<file path="src/common/tps_map.vh">
// Register map, field positions, reset values and bus constants of the touch power/status bank
`ifndef TPS_MAP_VH
`define TPS_MAP_VH

// Register offsets
`define TPS_ADDR_MAIN_CONTROL   8'h00
`define TPS_ADDR_GENERAL_STATUS 8'h02
`define TPS_ADDR_TOUCH_STATUS   8'h03
`define TPS_ADDR_NOISE_FLAGS    8'h0A

// Reset values and the value read from an unmapped address
`define TPS_RST_MAIN_CONTROL    8'h00
`define TPS_RST_GENERAL_STATUS  8'h00
`define TPS_RST_TOUCH_STATUS    8'h00
`define TPS_RST_NOISE_FLAGS     8'h00
`define TPS_READ_UNMAPPED       8'h00

// Main control fields
`define TPS_MC_STANDBY_BIT      5
`define TPS_MC_DEEP_SLEEP_BIT   4
`define TPS_MC_INT_BIT          0

// General status fields
`define TPS_GS_BASE_LIMIT_BIT   6
`define TPS_GS_CAL_FAIL_BIT     5
`define TPS_GS_PWR_HELD_BIT     4
`define TPS_GS_MULTI_BLOCK_BIT  2
`define TPS_GS_PATTERN_BIT      1
`define TPS_GS_TOUCH_BIT        0

// Number of sensor inputs
`define TPS_NUM_INPUTS          6

// Seven-bit bus address, arbitrary value
`define TPS_DEV_ADDR            7'h2A

`endif

</file>
<file path="src/logic/tps_input_cell.v">
// Per-input latched touch status with interrupt-request generation
`timescale 1ns/10ps

module tps_input_cell (
    input  wire ref_clk,
    input  wire reset,
    input  wire touch_now,
    input  wire int_enable,
    input  wire clear_req,
    input  wire wipe,
    output reg  touch_flag,
    output wire raise_int
);

    reg touch_prev;

    // Only a fresh touch on an enabled input asks for an interrupt
    assign raise_int = touch_now & ~touch_prev & int_enable;

    always @(posedge ref_clk) begin
        if (reset || wipe) begin
            touch_flag <= 1'b0;
            touch_prev <= 1'b0;
        end else begin
            touch_prev <= touch_now;
            // A touch still present keeps the bit; set wins over clear
            if (touch_now)
                touch_flag <= 1'b1;
            else if (clear_req)
                touch_flag <= 1'b0;
        end
    end

endmodule

</file>
<file path="src/logic/tps_bus_slave.v">
// Two-wire serial register port: address, pointer byte, byte writes and byte reads
`timescale 1ns/10ps
`include "tps_map.vh"

module tps_bus_slave (
    input  wire       ref_clk,
    input  wire       reset,
    input  wire       scl_in,
    input  wire       sda_in,
    output reg        sda_out,
    output reg        sda_oe,
    output reg        wr_stb,
    output reg        rd_stb,
    output reg  [7:0] reg_addr,
    output reg  [7:0] wr_data,
    input  wire [7:0] rd_data
);

    localparam [6:0] S_IDLE = 7'h01;
    localparam [6:0] S_ADDR = 7'h02;
    localparam [6:0] S_PTR  = 7'h04;
    localparam [6:0] S_WDAT = 7'h08;
    localparam [6:0] S_RDAT = 7'h10;
    localparam [6:0] S_ACK  = 7'h20;
    localparam [6:0] S_RACK = 7'h40;

    reg       scl_q;
    reg       sda_q;
    reg [6:0] state;
    reg [6:0] after_ack;
    reg [7:0] shift;
    reg [3:0] cnt;

    wire start_c = scl_in & scl_q & sda_q & ~sda_in;
    wire stop_c  = scl_in & scl_q & ~sda_q & sda_in;
    wire rise    = scl_in & ~scl_q;
    wire fall    = ~scl_in & scl_q;

    always @(posedge ref_clk) begin
        if (reset) begin
            scl_q     <= 1'b1;
            sda_q     <= 1'b1;
            sda_out   <= 1'b0;
            sda_oe    <= 1'b0;
            wr_stb    <= 1'b0;
            rd_stb    <= 1'b0;
            reg_addr  <= 8'h00;
            wr_data   <= 8'h00;
            state     <= S_IDLE;
            after_ack <= S_IDLE;
            shift     <= 8'h00;
            cnt       <= 4'h0;
        end else begin
            scl_q   <= scl_in;
            sda_q   <= sda_in;
            sda_out <= 1'b0;
            wr_stb  <= 1'b0;
            rd_stb  <= 1'b0;
            if (start_c) begin
                state  <= S_ADDR;
                cnt    <= 4'h0;
                sda_oe <= 1'b0;
            end else if (stop_c) begin
                state  <= S_IDLE;
                sda_oe <= 1'b0;
            end else begin
                case (state)
                    S_ADDR, S_PTR, S_WDAT: begin
                        if (rise && cnt != 4'h8) begin
                            shift <= {shift[6:0], sda_in};
                            cnt   <= cnt + 4'h1;
                        end else if (fall && cnt == 4'h8) begin
                            cnt <= 4'h0;
                            if (state == S_ADDR) begin
                                if (shift[7:1] == `TPS_DEV_ADDR) begin
                                    sda_oe    <= 1'b1;
                                    state     <= S_ACK;
                                    after_ack <= shift[0] ? S_RDAT : S_PTR;
                                end else begin
                                    state <= S_IDLE;
                                end
                            end else if (state == S_PTR) begin
                                reg_addr  <= shift;
                                sda_oe    <= 1'b1;
                                state     <= S_ACK;
                                after_ack <= S_WDAT;
                            end else begin
                                wr_data   <= shift;
                                wr_stb    <= 1'b1;
                                sda_oe    <= 1'b1;
                                state     <= S_ACK;
                                after_ack <= S_WDAT;
                            end
                        end
                    end
                    S_ACK: begin
                        if (fall) begin
                            state <= after_ack;
                            if (after_ack == S_RDAT) begin
                                // Read data is sampled here; the bank sees rd_stb as the read
                                shift  <= rd_data;
                                sda_oe <= ~rd_data[7];
                                rd_stb <= 1'b1;
                                cnt    <= 4'h1;
                            end else begin
                                sda_oe <= 1'b0;
                                cnt    <= 4'h0;
                            end
                        end
                    end
                    S_RDAT: begin
                        if (fall) begin
                            if (cnt == 4'h8) begin
                                sda_oe <= 1'b0;
                                state  <= S_RACK;
                            end else begin
                                shift  <= {shift[6:0], 1'b0};
                                sda_oe <= ~shift[6];
                                cnt    <= cnt + 4'h1;
                            end
                        end
                    end
                    S_RACK: begin
                        if (rise)
                            state <= sda_in ? S_IDLE : S_ACK;
                    end
                    default: begin
                        state <= S_IDLE;
                    end
                endcase
            end
        end
    end

endmodule

</file>
<file path="src/logic/tps_touch_power_status.v">
// Power-state control and status register bank of a six-input touch controller
`timescale 1ns/10ps
`include "tps_map.vh"

module tps_touch_power_status (
    input  wire       ref_clk,
    input  wire       reset,
    input  wire       scl_in,
    input  wire       sda_in,
    output wire       sda_out,
    output wire       sda_oe,
    input  wire [5:0] raw_touch,
    input  wire [5:0] touch_int_enable,
    input  wire [5:0] standby_select,
    input  wire [5:0] input_enabled,
    input  wire [5:0] base_count_out,
    input  wire [5:0] cal_fail,
    input  wire       power_button_held,
    input  wire       power_button_touch,
    input  wire       multi_touch_block,
    input  wire       pattern_hit,
    input  wire       pattern_alert_enable,
    input  wire       pattern_detect_enable,
    input  wire [5:0] raw_noise,
    input  wire [5:0] delta_over_pattern,
    output reg        alert_n,
    output reg  [5:0] scan_enable,
    output reg        low_power_state,
    output reg        deep_sleep_state,
    output reg  [5:0] delta_force_zero,
    output reg  [5:0] pattern_over_mask
);

    ////////////////////////////////////////////////////////////////////////////////
    // Register port

    wire       wr_stb;
    wire       rd_stb;
    wire [7:0] reg_addr;
    wire [7:0] wr_data;
    reg  [7:0] rd_data;

    tps_bus_slave u_bus (
        .ref_clk  (ref_clk),
        .reset    (reset),
        .scl_in   (scl_in),
        .sda_in   (sda_in),
        .sda_out  (sda_out),
        .sda_oe   (sda_oe),
        .wr_stb   (wr_stb),
        .rd_stb   (rd_stb),
        .reg_addr (reg_addr),
        .wr_data  (wr_data),
        .rd_data  (rd_data)
    );

    // Status registers whose read matters for standby retention
    function is_status;
        input [7:0] addr;
        begin
            is_status = (addr == `TPS_ADDR_GENERAL_STATUS) || (addr == `TPS_ADDR_TOUCH_STATUS);
        end
    endfunction

    ////////////////////////////////////////////////////////////////////////////////
    // Main control

    reg        low_power_scan_enable;
    reg        deepest_sleep_enable;
    reg        int_flag;
    reg        power_button_held_flag;
    reg        pattern_detected_flag;
    reg        base_count_limit_flag;
    reg        analog_cal_failure_flag;
    reg        multi_touch_block_flag;
    reg  [5:0] noise_flags;
    reg        pwr_held_prev;
    reg        pattern_prev;
    wire [5:0] touch_flags;
    wire [5:0] touch_raise;

    // Reset images, sliced per field so each register takes only its own bits
    wire [7:0] main_rst  = `TPS_RST_MAIN_CONTROL;
    wire [7:0] noise_rst = `TPS_RST_NOISE_FLAGS;

    wire wr_main     = wr_stb && (reg_addr == `TPS_ADDR_MAIN_CONTROL);
    wire next_sleep  = wr_main ? wr_data[`TPS_MC_DEEP_SLEEP_BIT] : deepest_sleep_enable;
    wire sleep_entry = next_sleep & ~deepest_sleep_enable;
    // Writing 1 to the flag is ignored: only hardware events set it
    wire int_clear   = wr_main && !wr_data[`TPS_MC_INT_BIT] && int_flag;
    // Standby keeps status until the host reads it
    wire std_read    = rd_stb && is_status(reg_addr) && low_power_scan_enable
                       && !deepest_sleep_enable;
    wire clear_req   = int_clear | std_read;

    // Deep sleep masks the standby bit entirely
    wire [5:0] next_scan = next_sleep ? 6'h00 :
        ((wr_main ? wr_data[`TPS_MC_STANDBY_BIT] : low_power_scan_enable)
         ? standby_select : 6'h3F);

    // Touches are only seen on inputs being sampled
    wire [5:0] touch_seen = raw_touch & scan_enable;

    wire pwr_event = power_button_held & ~pwr_held_prev & ~deepest_sleep_enable;
    wire pat_event = pattern_hit & ~pattern_prev & ~deepest_sleep_enable;

    wire int_event = (|touch_raise)
                     | pwr_event
                     | (pat_event & pattern_alert_enable);

    reg next_int;

    always @* begin
        next_int = int_flag;
        if (sleep_entry || next_sleep)
            next_int = 1'b0;
        else if (int_event)
            next_int = 1'b1; // Event wins over a clear in the same cycle
        else if (int_clear)
            next_int = 1'b0;
    end

    always @(posedge ref_clk) begin
        if (reset) begin
            low_power_scan_enable <= main_rst[`TPS_MC_STANDBY_BIT];
            deepest_sleep_enable  <= 1'b0;
            int_flag              <= 1'b0;
            alert_n               <= 1'b1;
            scan_enable           <= 6'h3F;
            low_power_state       <= 1'b0;
            deep_sleep_state      <= 1'b0;
        end else begin
            if (wr_main) begin
                low_power_scan_enable <= wr_data[`TPS_MC_STANDBY_BIT];
                deepest_sleep_enable  <= wr_data[`TPS_MC_DEEP_SLEEP_BIT];
            end
            int_flag         <= next_int;
            alert_n          <= ~next_int;
            scan_enable      <= next_scan;
            low_power_state  <= ~next_sleep & (wr_main ? wr_data[`TPS_MC_STANDBY_BIT] : low_power_scan_enable);
            deep_sleep_state <= next_sleep;
        end
    end

    ////////////////////////////////////////////////////////////////////////////////
    // Per-input touch status

    genvar gi;
    generate
        for (gi = 0; gi < `TPS_NUM_INPUTS; gi = gi + 1) begin : g_in
            tps_input_cell u_cell (
                .ref_clk    (ref_clk),
                .reset      (reset),
                .touch_now  (touch_seen[gi]),
                .int_enable (touch_int_enable[gi]),
                .clear_req  (clear_req),
                .wipe       (sleep_entry),
                .touch_flag (touch_flags[gi]),
                .raise_int  (touch_raise[gi])
            );
        end
    endgenerate

    ////////////////////////////////////////////////////////////////////////////////
    // General status, noise flags and pattern counting

    always @(posedge ref_clk) begin
        if (reset || sleep_entry) begin
            power_button_held_flag  <= 1'b0;
            pattern_detected_flag   <= 1'b0;
            base_count_limit_flag   <= 1'b0;
            analog_cal_failure_flag <= 1'b0;
            multi_touch_block_flag  <= 1'b0;
            noise_flags             <= noise_rst[5:0];
            pwr_held_prev           <= 1'b0;
            pattern_prev            <= 1'b0;
            delta_force_zero        <= 6'h00;
            pattern_over_mask       <= 6'h00;
        end else begin
            pwr_held_prev <= power_button_held;
            pattern_prev  <= pattern_hit;
            if (pwr_event)
                power_button_held_flag <= 1'b1;
            else if (clear_req && !power_button_touch)
                power_button_held_flag <= 1'b0;
            if (pat_event)
                pattern_detected_flag <= 1'b1;
            else if (clear_req && !pattern_hit)
                pattern_detected_flag <= 1'b0;
            // Limit and calibration flags hold only while a cause remains on an enabled input
            base_count_limit_flag   <= ~deepest_sleep_enable & |(base_count_out & input_enabled);
            analog_cal_failure_flag <= ~deepest_sleep_enable & |(cal_fail & input_enabled);
            multi_touch_block_flag  <= ~deepest_sleep_enable & multi_touch_block;
            noise_flags             <= deepest_sleep_enable ? 6'h00 : raw_noise;
            delta_force_zero        <= deepest_sleep_enable ? 6'h00 : raw_noise;
            // OR merges the two causes so an input is counted once
            pattern_over_mask <= pattern_detect_enable ? (delta_over_pattern | raw_noise)
                                                       : delta_over_pattern;
        end
    end

    ////////////////////////////////////////////////////////////////////////////////
    // Read mux

    always @* begin
        case (reg_addr)
            `TPS_ADDR_MAIN_CONTROL:
                rd_data = {2'b00, low_power_scan_enable, deepest_sleep_enable, 3'b000, int_flag};
            `TPS_ADDR_GENERAL_STATUS:
                rd_data = {1'b0, base_count_limit_flag, analog_cal_failure_flag, power_button_held_flag,
                           1'b0, multi_touch_block_flag, pattern_detected_flag, |touch_flags};
            `TPS_ADDR_TOUCH_STATUS:
                rd_data = {2'b00, touch_flags};
            `TPS_ADDR_NOISE_FLAGS:
                rd_data = {2'b00, noise_flags};
            default:
                rd_data = `TPS_READ_UNMAPPED;
        endcase
    end

endmodule

</file>
<file path="config.mk">
export PLATFORM = sky130hd
export DESIGN_NAME = tps_touch_power_status
export DESIGN_NICKNAME = d
export VERILOG_FILES = /design/src/logic/tps_input_cell.v /design/src/logic/tps_bus_slave.v /design/src/logic/tps_touch_power_status.v
export VERILOG_INCLUDE_DIRS = /design/src /design/src/common
export SDC_FILE = /design/constraint.sdc
export NUM_CORES = 1
export LEC_CHECK = 0
export BUFFER_PORTS_ARGS = -buffer_cell sky130_fd_sc_hd__buf_2
export CORE_MARGIN = 5
export CORE_UTILIZATION = 25
export CTS_CLUSTER_DIAMETER = 60
export CTS_CLUSTER_SIZE = 14
export DETAILED_ROUTE_END_ITERATION = 10
export GPL_ROUTABILITY_DRIVEN = 0
export PLACE_DENSITY = 0.47
export SETUP_SLACK_MARGIN = 0.1
export SLEW_MARGIN = 20
export SYNTH_ARGS = -nofsm -noshare
export SYNTH_HDL_FRONTEND = slang
export SYNTH_SLANG_ARGS = --single-unit
</file>
<file path="constraint.sdc">
create_clock -name ref_clk -period 2.8 [get_ports ref_clk]
set_clock_uncertainty 0.2 [all_clocks]
set_input_delay 0.14 -clock ref_clk [delete_from_list [all_inputs] [get_ports ref_clk]]
set_output_delay 0.14 -clock ref_clk [all_outputs]
set_load 0.005 [all_outputs]
</file>
==> run summary <==
Post-DP HPWL -> 7.376 mm
layout cells sized above 1 -> 0.2287
initial detailed-routing violation count -> 205
drt total wl -> 10.12 mm
top routing layer in use -> met4
worst r2r src -> u_bus.state[2]
CTS root buf -> clkbuf_16
pre-CTS setup slack -> 0.1598 ns
Remaining DRCs -> 0
asr flop ratio synth -> 0
setup slack, reg-to-reg -> 0.23 ns
via count -> 3458
highest clock rate -> 0.3887 GHz
Fill cells -> 1472
Post-DRT Antenna Nets -> 0
power per cell area -> 516.8 nW/um^2
Hold Path Depth -> 4
Setup WS post-layout -> 0.2274 ns
outcome -> finished, final reports clean
fin. max-slew vios -> 0
worst flop-to-flop path endpoint -> u_bus.cnt[3]
WL met2 -> 4.841 mm
CP max-delay cell -> or4_1
Max Cap Violations -> 0
clock buffer depth -> 2
row count -> 44
Avg Cell Area, Syn -> 8.720 sq um
Mapped Nets -> 479
register area share after synthesis -> 0.4438
placed instance area -> 4300 sq um
CTS tree -> yes
Setup Crit Path Kind -> flip-flop to flip-flop
n_diodes -> 0
Hold Fails Final Rpt -> 0
CP Cell Sequence -> or2b_1 > a2111o_1 > a211oi_4 > o2111ai_4 > or4_1 > a21oi_1
Pleak -> 2.078 nW
Post-CTS Setup Bufs -> 0
Final nets -> 606
Final Power -> 0.002595 W
Sink Count -> 81
hold worst-path end -> alert_n
actual slew at the worst max-slew pin -> 0.7016 ns
H-tree levels -> 3
critical path peak fanout -> 11
CP Capture Type -> flip-flop
worst min-delay path startpoint -> pattern_alert_enable
Crit path max-delay family -> compound AO/OA/AOI/OAI gates
CP peak stage delay -> 0.54 ns
I/O Pins -> 81
RSZ-0062 raised after global routing -> no
fin crit period -> 2.573 ns
Starting Density -> 0.2533
die area -> 17130 sq um
Startpoint Class -> flip-flop
GR Overflow Total -> 0
initial antenna violation count -> 0
gr usage total -> 0.1209
die width -> 130.9 microns
buffer and inverter count on the worst path -> 0
EDFF count, synth -> 0
relative slew slack -> 0.5323
area of the core -> 14420 sq um
first-pass GRT wire length -> 16.48 mm
drt pass-1 iters -> 4
met3 wire length -> 666 microns
post-synthesis register bit count -> 81
Distinct cells, synth -> 59
CTS buffer count -> 9
setup tns final -> 0 ns
largest net degree at the start of global routing -> 39
main flop type after synthesis -> dfxtp_1
Critical Path RT -> 2.87 ns
vias in the first global route -> 3343
# setup viols final -> 0
via/cell ratio -> 4.705
Design Area, Final -> 5021 sq um
cells after synthesis -> 419
Peak VDD IR -> 0.3879 mV
Layout area overhead -> 37.43%
Hold Crit Class -> primary input to flip-flop
Cell Area, Synth -> 3654 sq um
met1 WL -> 4.471 mm
worst skew pair latency -> 0.34 ns
PortBufs -> 79
CP arrival -> 2.64 ns
worst r2r path cells -> 6
Avg WL per Cell -> 13.77 microns
fin crit share -> 0.9188
Syn. warnings -> 0
Worst-path clk slew -> 0.06 ns
Chip Height -> 130.9 microns
[layout by cell type, fill, tap and decap left out, types with 4 or more instances in the layout]
cell	count
buf_2	79
dfxtp_1	78
nor2_1	51
dlygate4sd3_1	42
a21oi_1	31
nand2_1	30
mux2i_1	22
inv_1	19
o21ai_0	19
buf_4	15
nand3_1	10
and2_1	9
nor2b_1	9
a21o_1	9
clkbuf_16	9
nor3_1	7
or3_1	6
nand4b_1	6
nor4_1	5
nor3b_1	5
a22oi_1	5
or4_1	5
or2_2	5
a221oi_1	5
nand2b_1	4
nand4_1	4
a211oi_1	4
[worst max-delay path by stage]
stage	start	end	slack [ns]	depth (start not counted)
3_5_place_dp	u_bus.state[2]	u_bus.cnt[3]	0.16	6
5_1_grt	u_bus.state[2]	u_bus.cnt[3]	0.13	6
6_report	u_bus.state[2]	u_bus.cnt[3]	0.23	6
2_1_floorplan	u_bus.state[2]	u_bus.cnt[3]	0.41	7
3_3_place_gp	u_bus.state[2]	u_bus.cnt[3]	0.22	6
4_1_cts	u_bus.state[2]	u_bus.cnt[3]	0.14	6
[worst reg2reg max path, stage by stage (launching register included)]
cell,delay (ns)
dfxtp_2,0.43
or2b_1,0.27
a2111o_1,0.41
a211oi_4,0.29
o2111ai_4,0.21
or4_1,0.54
a21oi_1,0.16
[sequential cells by signal, indices dropped and copies added (netlist names), 3 cells and up]
| register | flops |
|---|---|
| u_bus.reg_addr | 8 |
| u_bus.shift | 8 |
| u_bus.state | 7 |
| g_in.u_cell.touch_flag | 6 |
| g_in.u_cell.touch_prev | 6 |
| noise_flags | 6 |
| pattern_over_mask | 6 |
| scan_enable | 6 |
| u_bus.after_ack | 4 |
| u_bus.cnt | 4 |
| u_bus.wr_data | 3 |
[Yosys cell counts, types with 6 or more instances]
cell / instances / area [sq um]
dfxtp_1: 81 / 1622
nor2_1: 51 / 191.4
a21oi_1: 31 / 155.2
nand2_1: 30 / 112.6
mux2i_1: 22 / 220.2
inv_1: 19 / 71.32
o21ai_0: 19 / 95.09
clkbuf_1: 14 / 52.55
nand3_1: 10 / 50.05
a21o_1: 9 / 67.56
and2_1: 9 / 56.30
nor2b_1: 9 / 56.30
nor3_1: 7 / 35.03
nand4b_1: 6 / 52.55
or3_1: 6 / 37.54
[layout make-up]
| class | instances | area (sq um) | area share |
|---|---|---|---|
| clock buffer | 10 | 239.0 | 0.04760 |
| multi-input combinational | 299 | 1869 | 0.3723 |
| timing repair buffer | 136 | 928.4 | 0.1849 |
| sequential | 81 | 1625 | 0.3237 |
| tap | 184 | 230.2 | 0.04585 |
| clock inverter | 6 | 57.56 | 0.01146 |
| inverter | 19 | 71.32 | 0.01420 |
[logic make-up (layout without fill, tap and decap cells)]
kind of cell,Yosys count,count (layout),share of synthesized area
compound gates,97,97,0.1781
mux,24,24,0.06644
flops,81,81,0.4438
buf+inv,39,171,0.04452
simple gates,171,171,0.2493
other cells,1,1,0.001026
fa+ha+maj,3,3,0.009588
xor+xnor,3,3,0.007193
[metal layers]
layer	up-vias	track usage
met5	-	0
met4	0	0.03388
met3	13	0.03659
met2	104	0.2005
met1	1599	0.1524
li1	1742	-
[report_power, final]
group	total (W)	internal [W]	leakage [nW]	switching [W]
Combinational	0.000213	0.000122	1.26	0.0000909
Clock	0.00117	0.000649	0.148	0.000523
Sequential	0.00121	0.00119	0.665	0.0000220
Total	0.00259	0.00196	2.08	0.000636
[stage by stage]
step,hold WS [ns],std cells,utilization
3_5_place_dp,0.1467,677,0.2981
6_report,0.02747,735,0.3481
3_3_place_gp,0.1433,677,0.2981
4_1_cts,0.02404,735,0.3478
2_1_floorplan,0.04658,419,-
5_1_grt,0.05364,735,0.3481
[what timing repair did]
action,4_1_cts,5_1_grt
hold buffers,42,0
endpoints found under the hold margin,39,0
gates resized for setup,0,3
endpoints found under the setup margin,0,8
Power figures use the tool's default switching activity.
